==> src/rsc_pkg.sv <==
package rsc_pkg;
  // timing base
  localparam int CLK_PERIOD_NS = 4;
  localparam int SETTLE_TIME_MS = 15;
  localparam int SETTLE_CYC = SETTLE_TIME_MS * 1000000 / CLK_PERIOD_NS;
  localparam int BOR_HOLD_US = 500;
  localparam int BOR_HOLD_CYC = BOR_HOLD_US * 1000 / CLK_PERIOD_NS;
  localparam int INT_HOLD_NS = 64;
  localparam int INT_HOLD_CYC = INT_HOLD_NS / CLK_PERIOD_NS;
  localparam int CNT_W = 22;
  localparam logic [CNT_W-1:0] SETTLE_CYC_V = SETTLE_CYC[CNT_W-1:0];
  localparam logic [CNT_W-1:0] BOR_HOLD_CYC_V = BOR_HOLD_CYC[CNT_W-1:0];
  localparam logic [CNT_W-1:0] INT_HOLD_CYC_V = INT_HOLD_CYC[CNT_W-1:0];

  // register map, byte addresses
  localparam int ADDR_W = 8;
  localparam logic [ADDR_W-1:0] REG_CAUSE = 8'h00;
  localparam logic [ADDR_W-1:0] REG_BOR_CTRL = 8'h04;
  localparam logic [ADDR_W-1:0] REG_SRCR0 = 8'h08;
  localparam logic [ADDR_W-1:0] REG_WD_LOAD = 8'h14;
  localparam logic [ADDR_W-1:0] REG_WD_CTRL = 8'h18;
  localparam logic [ADDR_W-1:0] REG_WD_ICR = 8'h1C;
  localparam logic [ADDR_W-1:0] REG_WD_VALUE = 8'h20;
  localparam logic [ADDR_W-1:0] REG_LDO_CTRL = 8'h24;
  localparam logic [ADDR_W-1:0] REG_INT_STAT = 8'h28;
  localparam logic [ADDR_W-1:0] REG_ID_BASE = 8'h30;
  localparam int NUM_SRCR = 3;
  localparam int NUM_ID = 7;

  // cause flag positions
  localparam int CAUSE_W = 6;
  localparam int CAUSE_EXT = 0;
  localparam int CAUSE_POR = 1;
  localparam int CAUSE_BOR = 2;
  localparam int CAUSE_SW = 3;
  localparam int CAUSE_WD = 4;
  localparam int CAUSE_LDO = 5;
  localparam logic [CAUSE_W-1:0] CAUSE_RST = 6'h02;
  localparam logic [CAUSE_W-1:0] CAUSE_EXT_ONLY = 6'h01;

  // other reset values and field positions
  localparam int BOR_CTRL_W = 19;
  localparam int STAT_BOR = 0;
  localparam logic [31:0] WD_LOAD_RST = 32'hFFFFFFFF;

  // identity words: values are arbitrary
  localparam logic [NUM_ID-1:0][31:0] ID_VALUES = {
    32'h00000006, 32'h00000005, 32'h00000004, 32'h00000003,
    32'h00000002, 32'h00010001, 32'h00000001};

  typedef enum logic [2:0] {
    ST_RUN = 3'b001,
    ST_WAIT = 3'b010,
    ST_SETTLE = 3'b100
  } rsc_state_e;

  typedef struct packed {
    logic [15:0] delay;
    logic resample;
    logic resetSel;
    logic enable;
  } rsc_bor_ctrl_s;

  typedef struct packed {
    logic resetEn;
    logic enable;
  } rsc_wd_ctrl_s;

  typedef struct packed {
    logic [ADDR_W-1:0] addr;
    logic [31:0] wrData;
    logic wr;
    logic rd;
  } rsc_bus_s;
endpackage : rsc_pkg

==> src/rsc_system_reset_controller.sv <==
// Overview of operation
// - six reset sources all funnel into one internal reset.
// - each reset sets its cause flag; flags survive later reset sequences except a pin reset.
// - an external pin reset after the initial power-up leaves only the external cause flag set.
// - pin reset resets core and peripherals; no test port reset exists here.
// - after pin release internal reset holds for the 15 ms settle count.
// - on release a one-cycle boot strobe makes the core fetch its vectors.
// - power-on waits for pin and power-on inactive, then settle count.
// - power-on indication is honoured only during the initial power-up.
// - brown-out reset is disabled after reset until software enables it.
// - brown-out gives interrupt, or reset only when reset select is set.
// - with resample on, brown-out is rechecked after the programmed delay.
// - after a brown-out reset new detections are blocked for 500 us.
// - three soft reset registers; a 1 bit resets that peripheral.
// - a soft peripheral reset asserts all reset lines of that unit.
// - system reset request resets everything then runs the boot sequence.
// - first watchdog time-out reloads the 32-bit counter and flags interrupt.
// - second time-out with flag set and reset enabled resets the system.
// - pin and power-on use the long settle; internal sources a short hold.
// - seven read-only identity registers are visible to software.
// - enabled regulator loss sets its flag and resets the system.
//
// The register offsets and the plain strobed port are this design's own decisions.
`timescale 1ns/1ps
module rsc_system_reset_controller #(
  parameter logic [rsc_pkg::CNT_W-1:0] SETTLE_CYCLES = rsc_pkg::SETTLE_CYC_V,
  parameter logic [rsc_pkg::CNT_W-1:0] BOR_HOLD_CYCLES = rsc_pkg::BOR_HOLD_CYC_V
) (
  input wire logic clk_sys,
  input wire logic sys_rst,
  input wire logic extRstN,
  input wire logic porActive,
  input wire logic brownoutDetect,
  input wire logic regulatorLoss,
  input wire logic systemResetRequest,
  input wire rsc_pkg::rsc_bus_s busReq,
  output logic [31:0] regRdData_r,
  output logic intRst_r,
  output logic bootStart_r,
  output logic [rsc_pkg::NUM_SRCR*32-1:0] periphRst_r,
  output logic brownoutIntr_r,
  output logic wdIntr_r
);
  import rsc_pkg::*;

  rsc_state_e state_r;
  logic [CNT_W-1:0] seqCnt_r;
  logic longSeq_r;
  logic powerUp_r;
  logic porGate_r;
  logic [CAUSE_W-1:0] cause_r;
  logic [CAUSE_W-1:0] causeSet;
  logic [CAUSE_W-1:0] cause_nxt;
  rsc_bor_ctrl_s borCtrl_r;
  logic borWaiting_r;
  logic [15:0] borWaitCnt_r;
  logic [CNT_W-1:0] borHoldCnt_r;
  logic [31:0] srcr_r [NUM_SRCR];
  logic [31:0] wdLoad_r;
  logic [31:0] wdCnt_r;
  rsc_wd_ctrl_s wdCtrl_r;
  logic ldoEn_r;
  logic [31:0] rdData_nxt;
  logic [CNT_W-1:0] holdLen_r;

  function automatic logic isWrite(input rsc_bus_s b, input logic [ADDR_W-1:0] a);
    return b.wr && (b.addr == a);
  endfunction : isWrite

  function automatic logic [ADDR_W-1:0] wordAddr(input logic [ADDR_W-1:0] base, input int idx);
    return base + ADDR_W'(idx * 4);
  endfunction : wordAddr

  // source qualification
  logic localRst;
  logic porEff;
  logic extHit;
  logic borRaw;
  logic borAct;
  logic borFire;
  logic wdZero;
  logic wdFire;
  logic ldoFire;
  logic anyHit;

  assign localRst = sys_rst | intRst_r;
  assign porEff = porActive & porGate_r;
  assign extHit = ~extRstN;
  assign borRaw = brownoutDetect & borCtrl_r.enable & (borHoldCnt_r == '0);
  assign borAct = borCtrl_r.resample ? (borWaiting_r && borWaitCnt_r == '0 && brownoutDetect) : borRaw;
  assign borFire = borAct & borCtrl_r.resetSel;
  assign wdZero = wdCtrl_r.enable && (wdCnt_r == '0);
  assign wdFire = wdZero & wdIntr_r & wdCtrl_r.resetEn;
  assign ldoFire = regulatorLoss & ldoEn_r;
  assign anyHit = extHit | porEff | borFire | systemResetRequest | wdFire | ldoFire;

  // sequencer: any hit restarts the hold, so a late pin edge always gets a full settle
  always_ff @(posedge clk_sys)
  begin
    if (sys_rst)
    begin
      state_r <= ST_WAIT;
      intRst_r <= 1'b1;
      longSeq_r <= 1'b1;
      seqCnt_r <= '0;
      powerUp_r <= 1'b1;
      bootStart_r <= 1'b0;
    end
    else
    begin
      bootStart_r <= 1'b0;
      if (anyHit)
      begin
        state_r <= ST_WAIT;
        intRst_r <= 1'b1;
        longSeq_r <= extHit | porEff | ((state_r != ST_RUN) & longSeq_r);
      end
      else
      begin
        case (state_r)
          ST_WAIT:
          begin
            state_r <= ST_SETTLE;
            seqCnt_r <= longSeq_r ? SETTLE_CYCLES - 1'b1 : INT_HOLD_CYC_V - 1'b1;
          end
          ST_SETTLE:
          begin
            if (seqCnt_r == '0)
            begin
              state_r <= ST_RUN;
              intRst_r <= 1'b0;
              bootStart_r <= 1'b1;
              longSeq_r <= 1'b0;
              powerUp_r <= 1'b0;
            end
            else
            begin
              seqCnt_r <= seqCnt_r - 1'b1;
            end
          end
          ST_RUN:
          begin
            state_r <= ST_RUN;
          end
          default:
          begin
            state_r <= ST_WAIT;
            intRst_r <= 1'b1;
          end
        endcase
      end
    end
  end

  // power-on indication counts only until it is first seen low
  always_ff @(posedge clk_sys)
  begin
    if (sys_rst)
    begin
      porGate_r <= 1'b1;
    end
    else if (!porActive)
    begin
      porGate_r <= 1'b0;
    end
  end

  // cause flags: write 1 clears, a new cause in the same cycle wins
  always_comb
  begin
    causeSet = '0;
    causeSet[CAUSE_POR] = porEff;
    causeSet[CAUSE_BOR] = borFire;
    causeSet[CAUSE_SW] = systemResetRequest;
    causeSet[CAUSE_WD] = wdFire;
    causeSet[CAUSE_LDO] = ldoFire;
    cause_nxt = cause_r;
    if (isWrite(busReq, REG_CAUSE))
    begin
      cause_nxt = cause_r & ~busReq.wrData[CAUSE_W-1:0];
    end
    cause_nxt = cause_nxt | causeSet;
  end

  always_ff @(posedge clk_sys)
  begin
    if (sys_rst)
    begin
      cause_r <= CAUSE_RST;
    end
    // a pin still held low by the power-on network belongs to power-up, so power-on stays the cause
    else if (extHit && !powerUp_r)
    begin
      cause_r <= CAUSE_EXT_ONLY;
    end
    else
    begin
      cause_r <= cause_nxt;
    end
  end

  // brown-out control, resample and interrupt flag
  always_ff @(posedge clk_sys)
  begin
    if (localRst)
    begin
      borCtrl_r <= '0;
      borWaiting_r <= 1'b0;
      borWaitCnt_r <= '0;
      brownoutIntr_r <= 1'b0;
    end
    else
    begin
      if (isWrite(busReq, REG_BOR_CTRL))
      begin
        borCtrl_r <= rsc_bor_ctrl_s'(busReq.wrData[BOR_CTRL_W-1:0]);
      end
      if (!borWaiting_r && borRaw && borCtrl_r.resample)
      begin
        borWaiting_r <= 1'b1;
        borWaitCnt_r <= borCtrl_r.delay;
      end
      else if (borWaiting_r)
      begin
        if (borWaitCnt_r == '0)
        begin
          borWaiting_r <= 1'b0;
        end
        else
        begin
          borWaitCnt_r <= borWaitCnt_r - 1'b1;
        end
      end
      if (borAct && !borCtrl_r.resetSel)
      begin
        brownoutIntr_r <= 1'b1;
      end
      else if (isWrite(busReq, REG_INT_STAT) && busReq.wrData[STAT_BOR])
      begin
        brownoutIntr_r <= 1'b0;
      end
    end
  end

  // blocking window survives the internal reset so software sees the first cause
  always_ff @(posedge clk_sys)
  begin
    if (sys_rst)
    begin
      borHoldCnt_r <= '0;
    end
    else if (borFire)
    begin
      borHoldCnt_r <= BOR_HOLD_CYCLES;
    end
    else if (borHoldCnt_r != '0)
    begin
      borHoldCnt_r <= borHoldCnt_r - 1'b1;
    end
  end

  // soft peripheral resets; internal reset forces every line
  always_ff @(posedge clk_sys)
  begin
    for (int i = 0; i < NUM_SRCR; i++)
    begin
      if (localRst)
      begin
        srcr_r[i] <= '0;
      end
      else if (isWrite(busReq, wordAddr(REG_SRCR0, i)))
      begin
        srcr_r[i] <= busReq.wrData;
      end
    end
  end

  always_ff @(posedge clk_sys)
  begin
    if (sys_rst)
    begin
      periphRst_r <= '1;
    end
    else
    begin
      for (int i = 0; i < NUM_SRCR; i++)
      begin
        periphRst_r[i*32 +: 32] <= srcr_r[i] | {32{intRst_r}};
      end
    end
  end

  // watchdog
  always_ff @(posedge clk_sys)
  begin
    if (localRst)
    begin
      wdLoad_r <= WD_LOAD_RST;
      wdCnt_r <= WD_LOAD_RST;
      wdCtrl_r <= '0;
      wdIntr_r <= 1'b0;
    end
    else
    begin
      if (isWrite(busReq, REG_WD_LOAD))
      begin
        wdLoad_r <= busReq.wrData;
        wdCnt_r <= busReq.wrData;
      end
      else if (wdZero)
      begin
        wdCnt_r <= wdLoad_r;
      end
      else if (wdCtrl_r.enable)
      begin
        wdCnt_r <= wdCnt_r - 1'b1;
      end
      if (isWrite(busReq, REG_WD_CTRL))
      begin
        wdCtrl_r <= rsc_wd_ctrl_s'(busReq.wrData[1:0]);
      end
      if (wdZero && !wdIntr_r)
      begin
        wdIntr_r <= 1'b1;
      end
      else if (isWrite(busReq, REG_WD_ICR))
      begin
        wdIntr_r <= 1'b0;
      end
    end
  end

  always_ff @(posedge clk_sys)
  begin
    if (localRst)
    begin
      ldoEn_r <= 1'b0;
    end
    else if (isWrite(busReq, REG_LDO_CTRL))
    begin
      ldoEn_r <= busReq.wrData[0];
    end
  end

  // read path; unmapped addresses read zero
  always_comb
  begin
    rdData_nxt = '0;
    case (busReq.addr)
      REG_CAUSE: rdData_nxt = 32'(cause_r);
      REG_BOR_CTRL: rdData_nxt = 32'(borCtrl_r);
      REG_WD_LOAD: rdData_nxt = wdLoad_r;
      REG_WD_CTRL: rdData_nxt = 32'(wdCtrl_r);
      REG_WD_VALUE: rdData_nxt = wdCnt_r;
      REG_LDO_CTRL: rdData_nxt = 32'(ldoEn_r);
      REG_INT_STAT: rdData_nxt = {30'h0, wdIntr_r, brownoutIntr_r};
      default: rdData_nxt = '0;
    endcase
    for (int i = 0; i < NUM_SRCR; i++)
    begin
      if (busReq.addr == wordAddr(REG_SRCR0, i))
      begin
        rdData_nxt = srcr_r[i];
      end
    end
    for (int i = 0; i < NUM_ID; i++)
    begin
      if (busReq.addr == wordAddr(REG_ID_BASE, i))
      begin
        rdData_nxt = ID_VALUES[i];
      end
    end
  end

  always_ff @(posedge clk_sys)
  begin
    if (sys_rst)
    begin
      regRdData_r <= '0;
    end
    else if (busReq.rd)
    begin
      regRdData_r <= rdData_nxt;
    end
    else
    begin
      regRdData_r <= '0;
    end
  end

  // helper for checks: cycles spent in the settle state
  always_ff @(posedge clk_sys)
  begin
    if (sys_rst || state_r != ST_SETTLE)
    begin
      holdLen_r <= '0;
    end
    else
    begin
      holdLen_r <= holdLen_r + 1'b1;
    end
  end
endmodule : rsc_system_reset_controller

==> config.mk <==
export PLATFORM = sky130hd
export DESIGN_NAME = rsc_system_reset_controller
export DESIGN_NICKNAME = d
export VERILOG_FILES = /design/src/rsc_pkg.sv /design/src/rsc_system_reset_controller.sv
export SDC_FILE = /design/constraint.sdc
export NUM_CORES = 1
export LEC_CHECK = 0
export BUFFER_PORTS_ARGS = -buffer_cell sky130_fd_sc_hd__buf_2
export CAP_MARGIN = 10
export CORE_ASPECT_RATIO = 0.8
export CORE_MARGIN = 5
export CORE_UTILIZATION = 45
export CTS_CLUSTER_DIAMETER = 150
export CTS_CLUSTER_SIZE = 24
export DETAILED_ROUTE_END_ITERATION = 16
export GPL_TIMING_DRIVEN = 0
export PLACE_DENSITY_LB_ADDON = 0.05
export SYNTH_ARGS = -nofsm -noshare
export SYNTH_HDL_FRONTEND = slang
export SYNTH_SLANG_ARGS = --single-unit
==> constraint.sdc <==
create_clock -name clk_sys -period 5.8 [get_ports clk_sys]
set_input_delay 1.45 -clock clk_sys [delete_from_list [all_inputs] [get_ports clk_sys]]
set_output_delay 1.45 -clock clk_sys [all_outputs]
set_load 0.05 [all_outputs]
==> summary.txt <==
DIE AREA -> 40000 µm²
CTS Buf Count -> 20
clk root buf -> clkbuf_16
Initial Util -> 45.4%
crit share post-route -> 75.2%
r2r endpoint -> srcr_r[1][26]
Worst Hold Endpoint -> wdLoad_r[27]
Syn Area/Cell -> 9.64 µm²
WL/cell -> 24.7 µm
r2r setup slk -> 2110 ps
commonest non-fill, non-tap cell in the layout -> dfxtp_1
CP max stage delay -> 970 ps
CP Cell Sequence -> buf_2 -> nor4_1 -> and4_1 -> clkbuf_1 -> clkbuf_1 -> nand2_1 -> nand2_1 -> buf_16
post-synthesis sequential area ratio -> 53.6%
Max VDD drop -> 0.205 mV
mapped cell area -> 16200 µm²
Layout Area Growth over Synthesis -> 13.0%
First DRT Iteration DRCs -> 2018
Overall Global Routing Usage -> 27.8%
area share of fa/ha/maj cells after synthesis -> 0.462%
Hold Crit Depth -> 2
GP Congestion -> 0.945
Synth Instances -> 1685
Slew Limit Fails -> 0
CTS Hold Bufs -> 0
TritonCTS clock tree -> yes
share of cells above drive strength 1 -> 13.5%
vias -> 14266
post-placement cell area -> 17700 µm²
commonest cells after routing, fill and taps aside -> dfxtp_1, buf_2, nand2_1
dpl cells -> 2341
number of placed I/O pins -> 181
Worst Clk Skew -> 26.0 ps
vias per cell -> 6.00
wirelength, routed -> 58700 µm
Reg2Reg Depth -> 6
total grt overflow -> 0
CP Class -> primary input to flop
Worst EP required -> 6070 ps
setup violators final -> 0
min-delay src -> wdLoad_r[27]
Pwr Density -> 280 nW/µm²
critical path arrival -> 4630 ps
Remaining DRCs -> 0
CTS Sinks -> 387
Main synth FF type -> dfxtp_1
Final ANT Viol Nets -> 0
Core ar. -> 35800 µm²
main combinational cell family by area after synthesis -> simple AND/OR/NAND/NOR gates
Post-Synth Simple-Gate Area -> 24.1%
nets -> 1940
cell family with most CP delay -> simple AND/OR/NAND/NOR gates
row cnt -> 62
final std cell area, no fill -> 18400 µm²
Worst R2R Start -> intRst_r
leakage power -> 6.62 nW
DIE HEIGHT -> 180 µm
Cell variety after synth -> 79
H-tree Lvls -> 1
Port-buffer cells -> 175
DIE WIDTH -> 222 µm
status -> completed
Clock Tree Buf Depth -> 3
antenna violations before repair -> 2
post-route setup TNS -> 0 ps
Hold Violations, Final -> 0
Synth Area in Compound Gates -> 16.0%
vias in the first global route -> 12889
class of the worst hold path -> flop to flop
first-pass GRT wire length -> 85600 µm
Critical Path Source Type -> primary input
min cycle time layout -> 4360 ps
number of synthesized flops with an enable pin -> 96
HPWL Detailed -> 45000 µm
post-CTS setup buffer count -> 0
synthesis-stage register bit count -> 387
worst-margin pin slew -> 1160 ps
Finished Layout Cells -> 2378
Worst-Skew Late Latency -> 570 ps
CP max FO -> 19
XOR/XNOR Fraction of Synth Area -> 1.73%
Post-CTS Resized -> 0
fillers -> 3380
Max-slew headroom -> 21.9%
portion of netlist area occupied by mux cells -> 0.516%
unrepaired setup endpoints after global routing -> no
maximum clock rate -> 229 MHz
maxcap violations -> 0
DRT Pass-1 Iters -> 7
clk slew on worst S/H paths -> 90 ps
asr flop ratio synth -> 0%
Ys Warns -> 0
cell with the largest stage delay on the worst path -> nor4_1
CP bufs+invs -> 4
largest net degree at the start of global routing -> 33
CP endpoint kind -> flop
syn_nets -> 1740
-- per-stage QoR --
stage | total power, W | worst slack [ps] | hold WS [ps] | util (%)
final | 0.00514 | 1440 | 467 | 51.3
after floorplan | 0.00343 | 1800 | 408 | -
after global routing | 0.00537 | 1270 | 485 | 51.3
after CTS | 0.00515 | 1520 | 468 | 51.3
after detailed placement | 0.00361 | 914 | 453 | 49.6
after global placement | 0.00360 | 628 | 444 | 49.5
-- registers in the layout, summed over array words and instances, names as in the netlist, 6 cells and up --
register	flops
borCtrl_r	19
wdCnt_r	32
wdLoad_r	32
cause_r	6
periphRst_r	96
srcr_r	96
borWaitCnt_r	16
regRdData_r	32
borHoldCnt_r	22
seqCnt_r	22
-- kinds of logic (layout without fill, tap and decap cells) --
group           after synthesis  count (layout)
other cells                   0               3
simple gates                720             720
xor+xnor                     32              32
buf+inv                     139             349
compound gates              393             393
flops                       387             387
mux                           8               8
fa+ha+maj                     6               6
-- worst max-delay path by stage --
stage                     to  cells after the start       start  slack (ps)
2_1_floorplan   srcr_r[0][0]                      7  busReq[37]        1800
3_3_place_gp   srcr_r[0][28]                      7  busReq[37]         630
3_5_place_dp   srcr_r[1][27]                      8  busReq[39]         910
4_1_cts        srcr_r[1][25]                      8  busReq[39]        1520
5_1_grt        srcr_r[1][29]                      8  busReq[39]        1270
6_report       srcr_r[1][26]                      8  busReq[39]        1440
-- power by group --
group / internal [W] / switching, W / total [W]
combinational: 0.000242 / 0.000434 / 0.000676
sequential: 0.00282 / 0.0000704 / 0.00289
clock: 0.000663 / 0.000913 / 0.00158
-- cells in the mapped netlist (16+ instances only) --
cell | number | share of area [%]
inv_1 | 16 | 0.37
edfxtp_1 | 96 | 18
nor2_1 | 88 | 2.0
o31ai_1 | 16 | 0.74
dfxtp_1 | 291 | 36
clkbuf_1 | 99 | 2.3
a31oi_1 | 45 | 1.7
a21oi_1 | 111 | 3.4
or4_1 | 18 | 0.83
nand4_1 | 18 | 0.69
or3_1 | 113 | 4.4
nor4_1 | 28 | 1.1
a22oi_1 | 78 | 3.6
xor2_1 | 18 | 0.97
nand3_1 | 50 | 1.5
nand2_1 | 178 | 4.1
o21ai_0 | 48 | 1.5
o211ai_1 | 19 | 0.88
nor3_1 | 39 | 1.2
and2_1 | 106 | 4.1
-- worst register-to-register path, cell delays in order, from the launching register on --
cell and delay, ps:
dfxtp_1 310, clkbuf_1 340, nor2_1 350, clkbuf_1 620
clkbuf_1 760, nand2_1 680, buf_16 370
-- metal layers --
layer | vias to the layer above | GRT usage, % | share of wire [%]
met2 | 716 | 36.5 | 39
met1 | 6888 | 44.2 | 47
li1 | 6568 | - | -
met5 | - | 0 | 0.020
met4 | 2 | 7.03 | 2.8
met3 | 92 | 8.12 | 12
-- cell type report --
cell class                 instances  area [µm²]  share of cell area [%]
inverter                          16        60.1                   0.327
tap                              480         601                    3.27
sequential                       387        8710                    47.5
buffer                           123         524                    2.86
timing repair buffer             178         913                    4.98
clock buffer                      30         538                    2.93
clock inverter                     2        46.3                   0.252
multi-input combinational       1159        6950                    37.9
antenna                            3        7.51                  0.0409
Note: power is estimated with default switching activity, not from simulation.
